[src/wlf_pkg.sv]
// Package with constants and types for the write leveling feedback block.
package wlf_pkg;
    localparam int CLK_MHZ           = 100;
    localparam int DQ_W              = 16;
    localparam int LANES             = 2;
    localparam int MR1_WL_BIT        = 7;
    localparam int MR1_QOFF_BIT      = 12;
    localparam int MR1_RTT_BIT0      = 3;
    localparam int MR1_RTT_BIT1      = 6;
    localparam int MR1_RTT_BIT2      = 9;
    localparam int LANE_PRIME_OFS    = 0;
    localparam int UPPER_PRIME_POS   = 8;
    localparam int TMOD_NS           = 120;
    localparam int TMOD_CYC          = (TMOD_NS * CLK_MHZ + 999) / 1000;
    localparam int TWLO_NS           = 20;
    localparam int TWLO_CYC          = ((TWLO_NS * CLK_MHZ) / 1000 < 1) ? 1 :
                                       (TWLO_NS * CLK_MHZ) / 1000;
    localparam int TWLOE_NS          = 20;
    localparam int TWLOE_CYC         = ((TWLOE_NS * CLK_MHZ) / 1000 < 1) ? 1 :
                                       (TWLOE_NS * CLK_MHZ) / 1000;
    localparam logic [15:0] MR1_RST  = 16'h0000;
    localparam logic [3:0]  ADR_MR1  = 4'h0;
    localparam logic [3:0]  ADR_STAT = 4'h4;
    localparam logic [3:0]  ADR_X16  = 4'h8;
    typedef enum {WLF_OFF, WLF_SETTLE, WLF_ON, WLF_EXIT} wlf_mode_type;
endpackage : wlf_pkg

[src/wlf_sync.sv]
// Three-flop input synchroniser that reports a level once the last two agree.
`timescale 1ns/100ps
`default_nettype none
module wlf_sync (
    input  wire logic clk_i,
    input  wire logic rst_i,
    input  wire logic d_i,
    output logic      q_o,
    output logic      rise_o
);
    typedef struct packed {
        logic s1;
        logic s2;
        logic s3;
        logic q;
        logic rise;
    } wlf_sync_type;
    wlf_sync_type st_r;
    wlf_sync_type st_nxt;

    always_comb begin
        st_nxt      = st_r;
        st_nxt.s1   = d_i;
        st_nxt.s2   = st_r.s1;
        st_nxt.s3   = st_r.s2;
        st_nxt.rise = 1'b0;
        if (st_r.s2 == st_r.s3) begin
            st_nxt.q    = st_r.s3;
            st_nxt.rise = st_r.s3 & ~st_r.q;
        end
    end

    always_ff @(posedge clk_i) begin
        if (rst_i) begin
            st_r <= '0;
        end else begin
            st_r <= st_nxt;
        end
    end

    assign q_o    = st_r.q;
    assign rise_o = st_r.rise;
endmodule : wlf_sync
`default_nettype wire

[src/wlf_lane.sv]
// One byte lane of leveling feedback: samples the clock on strobe rises.
`timescale 1ns/100ps
`default_nettype none
module wlf_lane (
    input  wire logic clk_i,
    input  wire logic rst_i,
    input  wire logic active_i,
    input  wire logic strobe_rise_i,
    input  wire logic ck_level_i,
    output logic      prime_o,
    output logic      first_o
);
    typedef struct packed {
        logic prime;
        logic seen;
        logic first;
    } wlf_lane_type;
    wlf_lane_type st_r;
    wlf_lane_type st_nxt;

    always_comb begin
        st_nxt       = st_r;
        st_nxt.first = 1'b0;
        if (!active_i) begin
            st_nxt = '0;
        end else if (strobe_rise_i) begin
            st_nxt.prime = ck_level_i;
            st_nxt.first = ~st_r.seen;
            st_nxt.seen  = 1'b1;
        end
    end

    always_ff @(posedge clk_i) begin
        if (rst_i) begin
            st_r <= '0;
        end else begin
            st_r <= st_nxt;
        end
    end

    assign prime_o = st_r.prime;
    assign first_o = st_r.first;
endmodule : wlf_lane
`default_nettype wire

[src/wlf_top.sv]
// Device-side write leveling feedback with a classic Wishbone register slave.
//
// Decided for this implementation: the Wishbone register port and the placing of the registers.
`timescale 1ns/100ps
`default_nettype none
module wlf_top (
    input  wire logic        clk_i,
    input  wire logic        rst_i,
    input  wire logic        wb_cyc_i,
    input  wire logic        wb_stb_i,
    input  wire logic        wb_we_i,
    input  wire logic [3:0]  wb_adr_i,
    input  wire logic [3:0]  wb_sel_i,
    input  wire logic [31:0] wb_dat_i,
    output logic      [31:0] wb_dat_o,
    output logic             wb_ack_o,
    input  wire logic        ck_i,
    input  wire logic        strobe_lo_i,
    input  wire logic        strobe_hi_i,
    input  wire logic        odt_i,
    output logic      [15:0] dq_o,
    output logic      [15:0] dq_oe_o,
    output logic      [1:0]  strobe_term_o,
    output logic             dq_term_o,
    output logic             leveling_o
);
    typedef struct packed {
        logic [15:0]          mr1;
        logic                 x16;
        wlf_pkg::wlf_mode_type mode;
        logic [7:0]           tmr;
        logic [15:0]          dq;
        logic [15:0]          dq_oe;
        logic [1:0]           term;
        logic                 lvl;
        logic                 ack;
        logic [31:0]          rdat;
        logic [1:0]           first_seen;
        logic [7:0]           oe_tmr;
    } wlf_top_type;
    wlf_top_type st_r;
    wlf_top_type st_nxt;

    logic ck_s;
    logic odt_s;
    logic [1:0] strobe_s;
    logic [1:0] strobe_rise;
    logic [1:0] prime;
    logic [1:0] first;
    logic active;
    logic unused_rise;

    wlf_sync u_ck (
        .clk_i  (clk_i),
        .rst_i  (rst_i),
        .d_i    (ck_i),
        .q_o    (ck_s),
        .rise_o (unused_rise)
    );
    wlf_sync u_odt (
        .clk_i  (clk_i),
        .rst_i  (rst_i),
        .d_i    (odt_i),
        .q_o    (odt_s),
        .rise_o ()
    );

    // Output buffer disable also makes the strobes ignore their input.
    assign active = (st_r.mode == wlf_pkg::WLF_ON) & ~st_r.mr1[wlf_pkg::MR1_QOFF_BIT];

    genvar g;
    generate
        for (g = 0; g < wlf_pkg::LANES; g++) begin : g_lane
            wlf_sync u_stb (
                .clk_i  (clk_i),
                .rst_i  (rst_i),
                .d_i    (g == 0 ? strobe_lo_i : strobe_hi_i),
                .q_o    (strobe_s[g]),
                .rise_o (strobe_rise[g])
            );
            wlf_lane u_lane (
                .clk_i         (clk_i),
                .rst_i         (rst_i),
                .active_i      (active & ((g == 0) | st_r.x16)),
                .strobe_rise_i (strobe_rise[g]),
                .ck_level_i    (ck_s),
                .prime_o       (prime[g]),
                .first_o       (first[g])
            );
        end
    endgenerate

    always_comb begin
        st_nxt     = st_r;
        st_nxt.ack = 1'b0;
        // Wishbone classic: one wait state, ack dropped the cycle after.
        if (wb_cyc_i && wb_stb_i && !st_r.ack) begin
            st_nxt.ack = 1'b1;
            case (wb_adr_i)
                wlf_pkg::ADR_MR1:  st_nxt.rdat = {16'h0000, st_r.mr1};
                wlf_pkg::ADR_STAT: st_nxt.rdat = {27'h0000000, prime, st_r.term[0],
                                                  st_r.lvl, active};
                wlf_pkg::ADR_X16:  st_nxt.rdat = {31'h00000000, st_r.x16};
                default:           st_nxt.rdat = 32'h00000000;
            endcase
            if (wb_we_i) begin
                case (wb_adr_i)
                    wlf_pkg::ADR_MR1: begin
                        if (wb_sel_i[0]) begin
                            st_nxt.mr1[7:0] = wb_dat_i[7:0];
                        end
                        if (wb_sel_i[1]) begin
                            st_nxt.mr1[15:8] = wb_dat_i[15:8];
                        end
                        // A mode write restarts the settling delay only when tmr has run out; a running count keeps going.
                        st_nxt.tmr = 8'(wlf_pkg::TMOD_CYC);
                        if ((wb_sel_i[0] ? wb_dat_i[wlf_pkg::MR1_WL_BIT]
                                         : st_r.mr1[wlf_pkg::MR1_WL_BIT])) begin
                            st_nxt.mode = wlf_pkg::WLF_SETTLE;
                        end else if (st_r.mode != wlf_pkg::WLF_OFF) begin
                            st_nxt.mode = wlf_pkg::WLF_EXIT;
                        end
                    end
                    wlf_pkg::ADR_X16: begin
                        if (wb_sel_i[0]) begin
                            st_nxt.x16 = wb_dat_i[0];
                        end
                    end
                    default: begin
                    end
                endcase
            end
        end

        if (st_r.tmr != 8'h00) begin
            st_nxt.tmr = st_r.tmr - 8'h01;
        end
        case (st_r.mode)
            wlf_pkg::WLF_SETTLE: begin
                if (st_r.tmr == 8'h00 && st_nxt.mode == wlf_pkg::WLF_SETTLE) begin
                    st_nxt.mode = wlf_pkg::WLF_ON;
                end
            end
            wlf_pkg::WLF_EXIT: begin
                if (st_r.tmr == 8'h00 && st_nxt.mode == wlf_pkg::WLF_EXIT) begin
                    st_nxt.mode = wlf_pkg::WLF_OFF;
                end
            end
            default: begin
            end
        endcase

        st_nxt.lvl   = (st_nxt.mode != wlf_pkg::WLF_OFF);
        // Termination follows the pin on the strobes (upper strobe in x16 only) in WLF_ON only; data lines stay open.
        st_nxt.term  = (st_r.mode == wlf_pkg::WLF_ON) ?
                       {odt_s & st_r.x16, odt_s} : 2'b00;

        if (!active) begin
            st_nxt.first_seen = 2'b00;
            st_nxt.oe_tmr     = 8'h00;
        end else begin
            st_nxt.first_seen = st_r.first_seen | first;
            if (first[0] && st_r.first_seen == 2'b00) begin
                st_nxt.oe_tmr = 8'(wlf_pkg::TWLOE_CYC);
            end else if (st_r.oe_tmr != 8'h00) begin
                st_nxt.oe_tmr = st_r.oe_tmr - 8'h01;
            end
        end

        // Outside the driven window every data line is released, except during exit:
        // with outputs enabled the lower byte (all 16 lines in x16) stays driven and holds its last value.
        st_nxt.dq    = 16'h0000;
        st_nxt.dq_oe = 16'h0000;
        if (active) begin
            st_nxt.dq_oe = 16'hffff;
            st_nxt.dq[0] = prime[0];
            if (st_r.x16) begin
                st_nxt.dq[wlf_pkg::UPPER_PRIME_POS] = prime[1];
            end else begin
                st_nxt.dq_oe[15:8] = 8'h00;
            end
        end else if (st_r.mode == wlf_pkg::WLF_EXIT &&
                     !st_r.mr1[wlf_pkg::MR1_QOFF_BIT]) begin
            st_nxt.dq_oe = st_r.x16 ? 16'hffff : 16'h00ff;
            st_nxt.dq    = st_r.dq;
        end
    end

    always_ff @(posedge clk_i) begin
        if (rst_i) begin
            st_r      <= '0;
            st_r.mr1  <= wlf_pkg::MR1_RST;
            st_r.mode <= wlf_pkg::WLF_OFF;
        end else begin
            st_r <= st_nxt;
        end
    end

    assign wb_dat_o      = st_r.rdat;
    assign wb_ack_o      = st_r.ack;
    assign dq_o          = st_r.dq;
    assign dq_oe_o       = st_r.dq_oe;
    assign strobe_term_o = st_r.term;
    assign dq_term_o     = 1'b0;
    assign leveling_o    = st_r.lvl;

    feedback_follows_a: assert property (@(posedge clk_i) disable iff (rst_i)
        active && strobe_rise[0] ##1 active |-> ##1 dq_o[0] == $past(ck_s, 2))
        else $error("prime line did not follow sampled clock");
    others_low_a: assert property (@(posedge clk_i) disable iff (rst_i)
        dq_oe_o[0] |-> dq_o[7:1] == 7'h00 && dq_o[15:9] == 7'h00)
        else $error("non-prime data line driven high");
    upper_lane_a: assert property (@(posedge clk_i) disable iff (rst_i)
        !st_r.x16 && active |=> dq_o[8] == 1'b0)
        else $error("upper prime driven in narrow mode");
    entry_settle_a: assert property (@(posedge clk_i) disable iff (rst_i)
        $rose(leveling_o) |-> !active [*8])
        else $error("feedback started before settling delay");
    qoff_hiz_a: assert property (@(posedge clk_i) disable iff (rst_i)
        st_r.mr1[wlf_pkg::MR1_QOFF_BIT] |=> dq_oe_o == 16'h0000)
        else $error("outputs driven with buffers disabled");
    dq_unterm_a: assert property (@(posedge clk_i) disable iff (rst_i)
        1'b1 |-> dq_term_o == 1'b0 && (leveling_o || strobe_term_o == 2'b00))
        else $error("termination applied outside strobes");
    fb_latency_a: assert property (@(posedge clk_i) disable iff (rst_i)
        active && strobe_rise[0] && $stable(ck_s) ##1 active |->
        ##[1:2] dq_o[0] == $past(ck_s))
        else $error("feedback late");
    exit_release_a: assert property (@(posedge clk_i) disable iff (rst_i)
        st_r.mode == wlf_pkg::WLF_OFF |=> dq_oe_o == 16'h0000)
        else $error("data lines driven after exit settled");
    ack_once_a: assert property (@(posedge clk_i) disable iff (rst_i)
        wb_ack_o |=> !wb_ack_o)
        else $error("ack held two cycles");

    enter_c: cover property (@(posedge clk_i) disable iff (rst_i) $rose(active));
    sample_one_c: cover property (@(posedge clk_i) disable iff (rst_i)
        active && $rose(dq_o[0]));
    upper_c: cover property (@(posedge clk_i) disable iff (rst_i) $rose(dq_o[8]));
    exit_c: cover property (@(posedge clk_i) disable iff (rst_i) $fell(leveling_o));
endmodule : wlf_top
`default_nettype wire

[config.mk]
export PLATFORM = sky130hd
export DESIGN_NAME = wlf_top
export DESIGN_NICKNAME = d
export VERILOG_FILES = /design/src/wlf_pkg.sv /design/src/wlf_sync.sv /design/src/wlf_lane.sv /design/src/wlf_top.sv
export SDC_FILE = /design/constraint.sdc
export NUM_CORES = 1
export LEC_CHECK = 0
export ABC_AREA = 1
export BUFFER_PORTS_ARGS = -buffer_cell sky130_fd_sc_hd__buf_2
export CORE_MARGIN = 4
export CORE_UTILIZATION = 53
export DETAILED_ROUTE_END_ITERATION = 7
export PLACE_DENSITY = 0.8
export SLEW_MARGIN = 25
export SYNTH_ARGS = -nofsm -noshare
export SYNTH_HDL_FRONTEND = slang
export SYNTH_SLANG_ARGS = --single-unit
[constraint.sdc]
create_clock -name clk_i -period 1.7 [get_ports clk_i]
set_input_delay 0.085 -clock clk_i [delete_from_list [all_inputs] [get_ports clk_i]]
set_output_delay 0.085 -clock clk_i [all_outputs]
set_load 0.02 [all_outputs]
==> results.py, run 1 <==
metrics = {
    "run_status": {
        "status": "finished, violations left",
        "violations": "setup timing",
    },
    "clock_tree": {
        "path_clk_slew_ns": 0.10,
        "cts.sinks": 101,
        "cts_made_buffers": 9,
        "cts_tree": "done",
        "clk_latency_ns": 0.37,
        "htreeDepth": 3,
        "cts-root-buf": "clkbuf_8",
        "cts_buffer_depth": 2,
    },
    "timing": {
        "slew-limit-headroom_pct": 66.4,
        "fin_crit_sh_pct": 113,
        "fin_skew_ns": 0.00993,
        "clock.fmax_ghz": 0.523,
        "setup_ws_ns": -0.213,
        "grt_setup_unrepaired": "yes",
        "max_slew.worst_pin.slew_ns": 0.498,
        "min_period_ns": 1.91,
        "drv_slew": 0,
        "setup_viol": 9,
        "hold_viol": 0,
        "worst_hold_slack_ns": 0.00721,
    },
    "worst_setup_path": {
        "crit_arrival_ns": 2.20,
        "crit_required_ns": 1.98,
        "worstPathMaxFanout": 3,
        "reg2regPathDepth": 13,
        "path_class": "flop to flop",
        "startpoint_type": "flop",
        "end_kind": "flop",
    },
    "finish": {
        "ff_latch_area_mm2": 0.00203,
        "multi_input_area_mm2": 0.00176,
        "nets": 739,
        "fin_area_mm2": 0.00550,
        "drive_above_1_share_pct": 32.1,
        "fillers": 660,
        "area_growth_pct": 22.7,
        "final_core_util_pct": 67.0,
    },
    "routing": {
        "ant_nets": 0,
        "post_drt_wl_per_cell_um": 13.2,
        "wl_um": 10600,
        "drtIter0Drc": 199,
        "drc": 0,
        "dr.pass1.iters": 4,
        "viasPerCell": 4.98,
        "routed-via-count": 3984,
    },
    "logic_synthesis": {
        "yosys_warnings": 0,
        "synthCells": 579,
        "muxShareOfSynthArea_pct": 0,
        "syn-cell-area_mm2": 0.00448,
        "synth.area.top_cells": "dfxtp_1, buf_4, inv_1",
        "synth_compound_area_share_pct": 11.9,
        "synth_top_area_share_pct": 45.1,
        "seq_area_frac_synth_pct": 45.1,
        "syn_area_per_cell_um2": 7.74,
        "synthSimpleGateAreaFrac_pct": 20.8,
        "synthDistinctLibCells": 41,
        "ys_ff_latch": 101,
        "synth.largest_area_cell": "dfxtp_1",
        "synth_edf_count": 0,
        "synth_xor_area_share_pct": 0.391,
        "synth_top_family_by_area": "buffers and inverters",
        "synth-main-ff-cell": "dfxtp_1",
        "ys_async_sr_fraction_pct": 0,
        "synth_fa_ha_area_share_pct": 0.279,
    },
    "global_routing": {
        "groute.usage.overall_pct": 20.4,
        "first_global_vias": 3715,
        "antenna_found_initial": 1,
        "grt_max_degree": 25,
        "grt_pass1_wl_um": 16400,
        "grt-ovfl-total": 0,
    },
    "power": {
        "leakagePower_nw": 2.79,
        "max-vdd-ir-drop_v": 0.000484,
        "power.density_mw_per_mm2": 883,
    },
    "run": {
        "cap_violations": 0,
    },
    "floorplan": {
        "rows": 33,
        "io_pins": 118,
        "dieArea_mm2": 0.00999,
        "initial_core_util_pct": 54.6,
        "core_area_mm2": 0.00822,
        "die_h_um": 100,
        "die_w_um": 100,
    },
    "worst_hold_path": {
        "min_path_cells": 3,
        "hold_class": "primary input to flop",
    },
    "placed_design": {
        "port_buffers": 68,
        "gp_congestion": 0.914,
        "postPlaceCellArea_mm2": 0.00497,
        "hpwl_um": 7330,
    },
}
## cell usage in the layout, fill, tap and decap left out, drive strengths merged, types with 8 or more instances in the layout
master / count
conb: 31
a22oi: 11
buf: 139
o21ai: 24
nor2: 88
nand2: 68
clkbuf: 10
nor3: 8
dlygate4sd3: 15
nand3: 28
inv: 99
a21oi: 29
dfxtp: 101
## stage by stage
step / setup WS (ns) / instances / TNS, ns / power, mW
after floorplan: 0.0543 / 609 / 0 / 3.18
after global placement: -0.0393 / 762 / -0.0410 / 3.36
after detailed placement: -0.133 / 762 / -0.197 / 3.41
after CTS: -0.173 / 795 / -0.229 / 4.84
after global routing: -0.322 / 800 / -1.51 / 5.08
final: -0.213 / 800 / -0.828 / 4.86
## worst max-delay path: stages (launching register included)
cell and delay, ns:
dfxtp_2 0.34, nor2_2 0.12, nand2_2 0.08, nor2_4 0.15, buf_4 0.14, nand2_2 0.08, nor3_4 0.24, nand4_1 0.17
nand3_2 0.13, nand2_2 0.07, nor2_2 0.12, nand3_1 0.08, nand2_1 0.07, inv_1 0.04
## Yosys cell counts, types with 4 or more instances
master and n:
inv_2 4, a21oi_1 29, inv_1 92, nand2_2 4, o21ai_0 22, a211oi_1 5
nand4_1 6, a32oi_1 4, buf_4 69, nor2_1 76, dfxtp_1 101, a31oi_1 6
nand3_1 27, clkbuf_1 12, nor3_1 8, a22oi_1 11, nor2_2 7, nor2_4 4
nand2_1 63
## cells by family after synthesis
family / Yosys count
AND/OR/NAND/NOR: 203
AO/OA/AOI/OAI: 88
flip-flops: 101
buffers and inverters: 183
adder cells (fa/ha/maj): 1
XOR/XNOR: 2
other: 1
## power by group
part | switching [mW] | internal (mW) | leakage, nW | total (mW)
registers | 0.0756 | 2.47 | 0.822 | 2.55
clock network | 0.843 | 0.543 | 0.0833 | 1.39
logic | 0.543 | 0.381 | 1.89 | 0.923
## worst paths after layout
| path | slack, ns | to | start |
|---|---|---|---|
| worst max register to register | -0.21 | leveling_o$_SDFF_PP0_ | st_r[101]$_SDFF_PP0_ |
| worst min-delay path | 0.007 | st_r[134]$_SDFFE_PP0P_ | wb_dat_i[15] |
| worst min register to register | 0.41 | u_ck.st_nxt[2]$_SDFF_PP0_ | u_ck.st_nxt[3]$_SDFF_PP0_ |
| worst max-delay path | -0.21 | leveling_o$_SDFF_PP0_ | st_r[101]$_SDFF_PP0_ |
## per-layer routing
| metal | up-vias | part of all wire (%) | GRT usage [%] |
|---|---|---|---|
| li1 | 1955 | - | - |
| met1 | 1858 | 40 | 23.8 |
| met2 | 135 | 50 | 36.2 |
| met3 | 36 | 5.6 | 4.03 |
| met4 | 0 | 3.6 | 9.22 |
| met5 | - | 0 | 0 |
## flip-flops by register name, summed over array words and instances, names as in the netlist
signal and count:
u_ck.st_nxt 2, u_odt.st_nxt 2, g_lane.u_stb.st_nxt 4, u_ck.st_r 1, g_lane.u_stb.q_o 2, u_odt.st_r 1, dq_oe_o 2, strobe_term_o 2
leveling_o 1, g_lane.u_lane.prime_o 2, u_odt.q_o 1, g_lane.u_stb.st_r 2, g_lane.u_stb.rise_o 2, u_ck.q_o 1, wb_dat_o 16, st_r 57
wb_ack_o 1, dq_o 2
## layout make-up
cell class                      instances  share of cell area (%)
Antenna cell                            1                  0.0455
Clock inverter                          6                   0.841
Timing Repair Buffer                  154                    18.7
Inverter                               98                    6.73
Clock buffer                           10                    2.32
Multi-Input combinational cell        325                    32.0
Sequential cell                       101                    36.9
Tap cell                              105                    2.39
## timing repair
item / in CTS / in global routing
hold endpoints to repair: 15 / 0
cloned: 0 / 0
hold buffers: 15 / 0
pin swaps: 6 / 18
resized for setup: 7 / 46
endpoints found under the setup margin: 7 / 41
buffers inserted: 2 / 4
Note: power is estimated with default switching activity, not from simulation.
==> inputs of run 2 (changes only) <==
- RECOVER_POWER: not set -> 100
==> run 2 against run 1 <==
The run still ends with setup timing left. Non-clock buffer count stayed put. Final area is 1.3% lower. Clock skew is 0.00068 ns higher. Maximum frequency is 0.14% higher. Global-route usage stayed put. Clock power hardly changed. Sequential share of layout area is 0.49 points higher. Combinational power is 2.9% lower. Critical endpoint unchanged.
==> results.py, run 2 (synthesized netlist as in run 1, its figures left out) <==
metrics = {
    "global_routing": {
        "antenna_found_initial": 1,
        "groute.usage.overall_pct": 20.4,
        "grt_use_met2_pct": 36.2,
        "grt_pass1_wl_um": 16400,
        "first_global_vias": 3715,
        "met3_usage_pct": 4.03,
        "grt.busiest_layer": "met2",
        "grt-ovfl-total": 0,
        "met1_usage_pct": 23.8,
        "grt_max_degree": 25,
    },
    "finish": {
        "nets": 739,
        "drive_above_1_share_pct": 25.6,
        "multi_input_area_mm2": 0.00176,
        "ff_latch_area_mm2": 0.00203,
        "largest_reg_flops": 57,
        "mostFrequentLayoutCells": "dfxtp_1, inv_1, nor2_1",
        "fillers": 690,
        "layout_commonest_cell": "dfxtp_1",
        "area_growth_pct": 21.1,
        "regMostFlops": "st_r",
    },
    "timing": {
        "setup_ws_ns": -0.211,
        "drv_slew": 0,
        "grt_setup_unrepaired": "yes",
        "clock.fmax_ghz": 0.523,
        "setup_viol": 8,
        "slew-limit-headroom_pct": 42.4,
        "fin_crit_sh_pct": 112,
        "max_slew.worst_pin.slew_ns": 0.864,
        "fin_skew_ns": 0.0106,
        "tns_ns": -0.755,
        "min_period_ns": 1.91,
        "hold_viol": 0,
    },
    "clock_tree": {
        "clk_latency_ns": 0.37,
        "path_clk_slew_ns": 0.10,
        "cts_buffer_depth": 2,
        "cts_made_buffers": 9,
        "cts.sinks": 101,
        "htreeDepth": 3,
        "cts-root-buf": "clkbuf_8",
        "cts_tree": "done",
    },
    "floorplan": {
        "io_pins": 118,
        "dieArea_mm2": 0.00999,
        "die_w_um": 100,
        "initial_core_util_pct": 54.6,
        "rows": 33,
        "core_area_mm2": 0.00822,
        "die_h_um": 100,
    },
    "routing": {
        "drc": 0,
        "dr.pass1.iters": 5,
        "wl_um": 10600,
        "drtIter0Drc": 231,
        "viasPerCell": 5.04,
        "post_drt_wl_per_cell_um": 13.3,
        "routed-via-count": 4029,
        "ant_nets": 0,
    },
    "placed_design": {
        "dp_slack_ns": -0.133,
        "gp_congestion": 0.914,
        "port_buffers": 68,
        "hpwl_um": 7330,
    },
    "worst_setup_path": {
        "crit_arrival_ns": 2.19,
        "worstPathMaxFanout": 3,
        "crit_required_ns": 1.98,
        "path_class": "flop to flop",
        "startpoint_type": "flop",
        "end_kind": "flop",
    },
    "power": {
        "max-vdd-ir-drop_v": 0.000454,
        "leakagePower_nw": 2.61,
        "power.density_mw_per_mm2": 889,
    },
    "run": {
        "cap_violations": 0,
    },
    "worst_hold_path": {
        "hold_class": "primary input to flop",
    },
    "run_status": {
        "status": "finished, violations left",
        "violations": "setup timing",
    },
}
-- run 2: changes by cell type in the layout (fill, tap and decap cells not counted) --
| cell | change |
|---|---|
| inv_1 | +1 |
| ha_1 | +1 |
| clkbuf_4 | +1 |
| buf_4 | -6 |
| clkbuf_1 | +42 |
| inv_4 | -1 |
| nand2_2 | -1 |
| buf_2 | -38 |
| ha_2 | -1 |
| nand2_1 | +1 |
| clkbuf_2 | +1 |
-- run 2: critical path, cell delays in order, from the launching register on --
cell	delay (ns)
dfxtp_2	0.34
nor2_2	0.12
nand2_2	0.08
nor2_4	0.15
buf_4	0.14
nand2_2	0.08
nor3_4	0.24
nand4_1	0.17
nand3_2	0.13
nand2_2	0.07
nor2_2	0.12
nand3_1	0.08
nand2_1	0.07
inv_1	0.04
-- run 2: what timing repair did --
| item | CTS | global route |
|---|---|---|
| setup endpoints to repair | 7 | 41 |
| setup buffers | 2 | 4 |
| hold buffers | 15 | 0 |
| endpoints found under the hold margin | 15 | 0 |
| resized for setup | 7 | 46 |
| pin swaps | 6 | 18 |
-- run 2: area by class of cell --
class / instances / area share [%]
antenna: 1 / 0.0461
clock buffer: 10 / 2.35
clock inverter: 6 / 0.853
inverter: 98 / 6.77
multi-input combinational: 325 / 32.3
sequential: 101 / 37.4
tap: 105 / 2.42
timing repair buffer: 154 / 17.8
-- run 2: power by group --
part,internal [mW],total (mW),switching [mW],leakage (nW)
Clock,0.543,1.38,0.838,0.0833
Combinational,0.356,0.896,0.540,1.70
Sequential,2.47,2.55,0.0772,0.822
Total,3.37,4.83,1.46,2.61
-- run 2: worst paths after layout --
check	start	to	slack, ns	depth (start not counted)
worst max register to register	st_r[101]$_SDFF_PP0_	leveling_o$_SDFF_PP0_	-0.21	13
worst max-delay path	st_r[101]$_SDFF_PP0_	leveling_o$_SDFF_PP0_	-0.21	13
worst min register to register	u_ck.st_nxt[3]$_SDFF_PP0_	u_ck.st_nxt[2]$_SDFF_PP0_	0.41	2
worst min-delay path	wb_dat_i[15]	st_r[134]$_SDFFE_PP0P_	0.008	3
-- run 2: per-stage QoR --
| step | utilization, % | cell area (µm²) | power [mW] | cells | hold slack (ns) |
|---|---|---|---|---|---|
| 4_1_cts | 64.9 | 5340 | 4.84 | 795 | 0.00459 |
| 3_5_place_dp | 60.4 | 4970 | 3.41 | 762 | 0.290 |
| 2_1_floorplan | - | 4600 | 3.18 | 609 | 0.192 |
| 6_report | 66.1 | 5430 | 4.83 | 800 | 0.00845 |
| 3_3_place_gp | 60.4 | 4970 | 3.36 | 762 | 0.284 |
| 5_1_grt | 66.1 | 5430 | 5.05 | 800 | 0.0213 |
-- run 2: layer usage --
metal / part of all wire [%] / wire, µm / vias up
met2: 51 / 5370 / 141
met4: 3.4 / 357 / 0
met3: 5.7 / 604 / 35
met1: 40 / 4300 / 1897
li1: - / - / 1956
met5: 0 / 0 / -
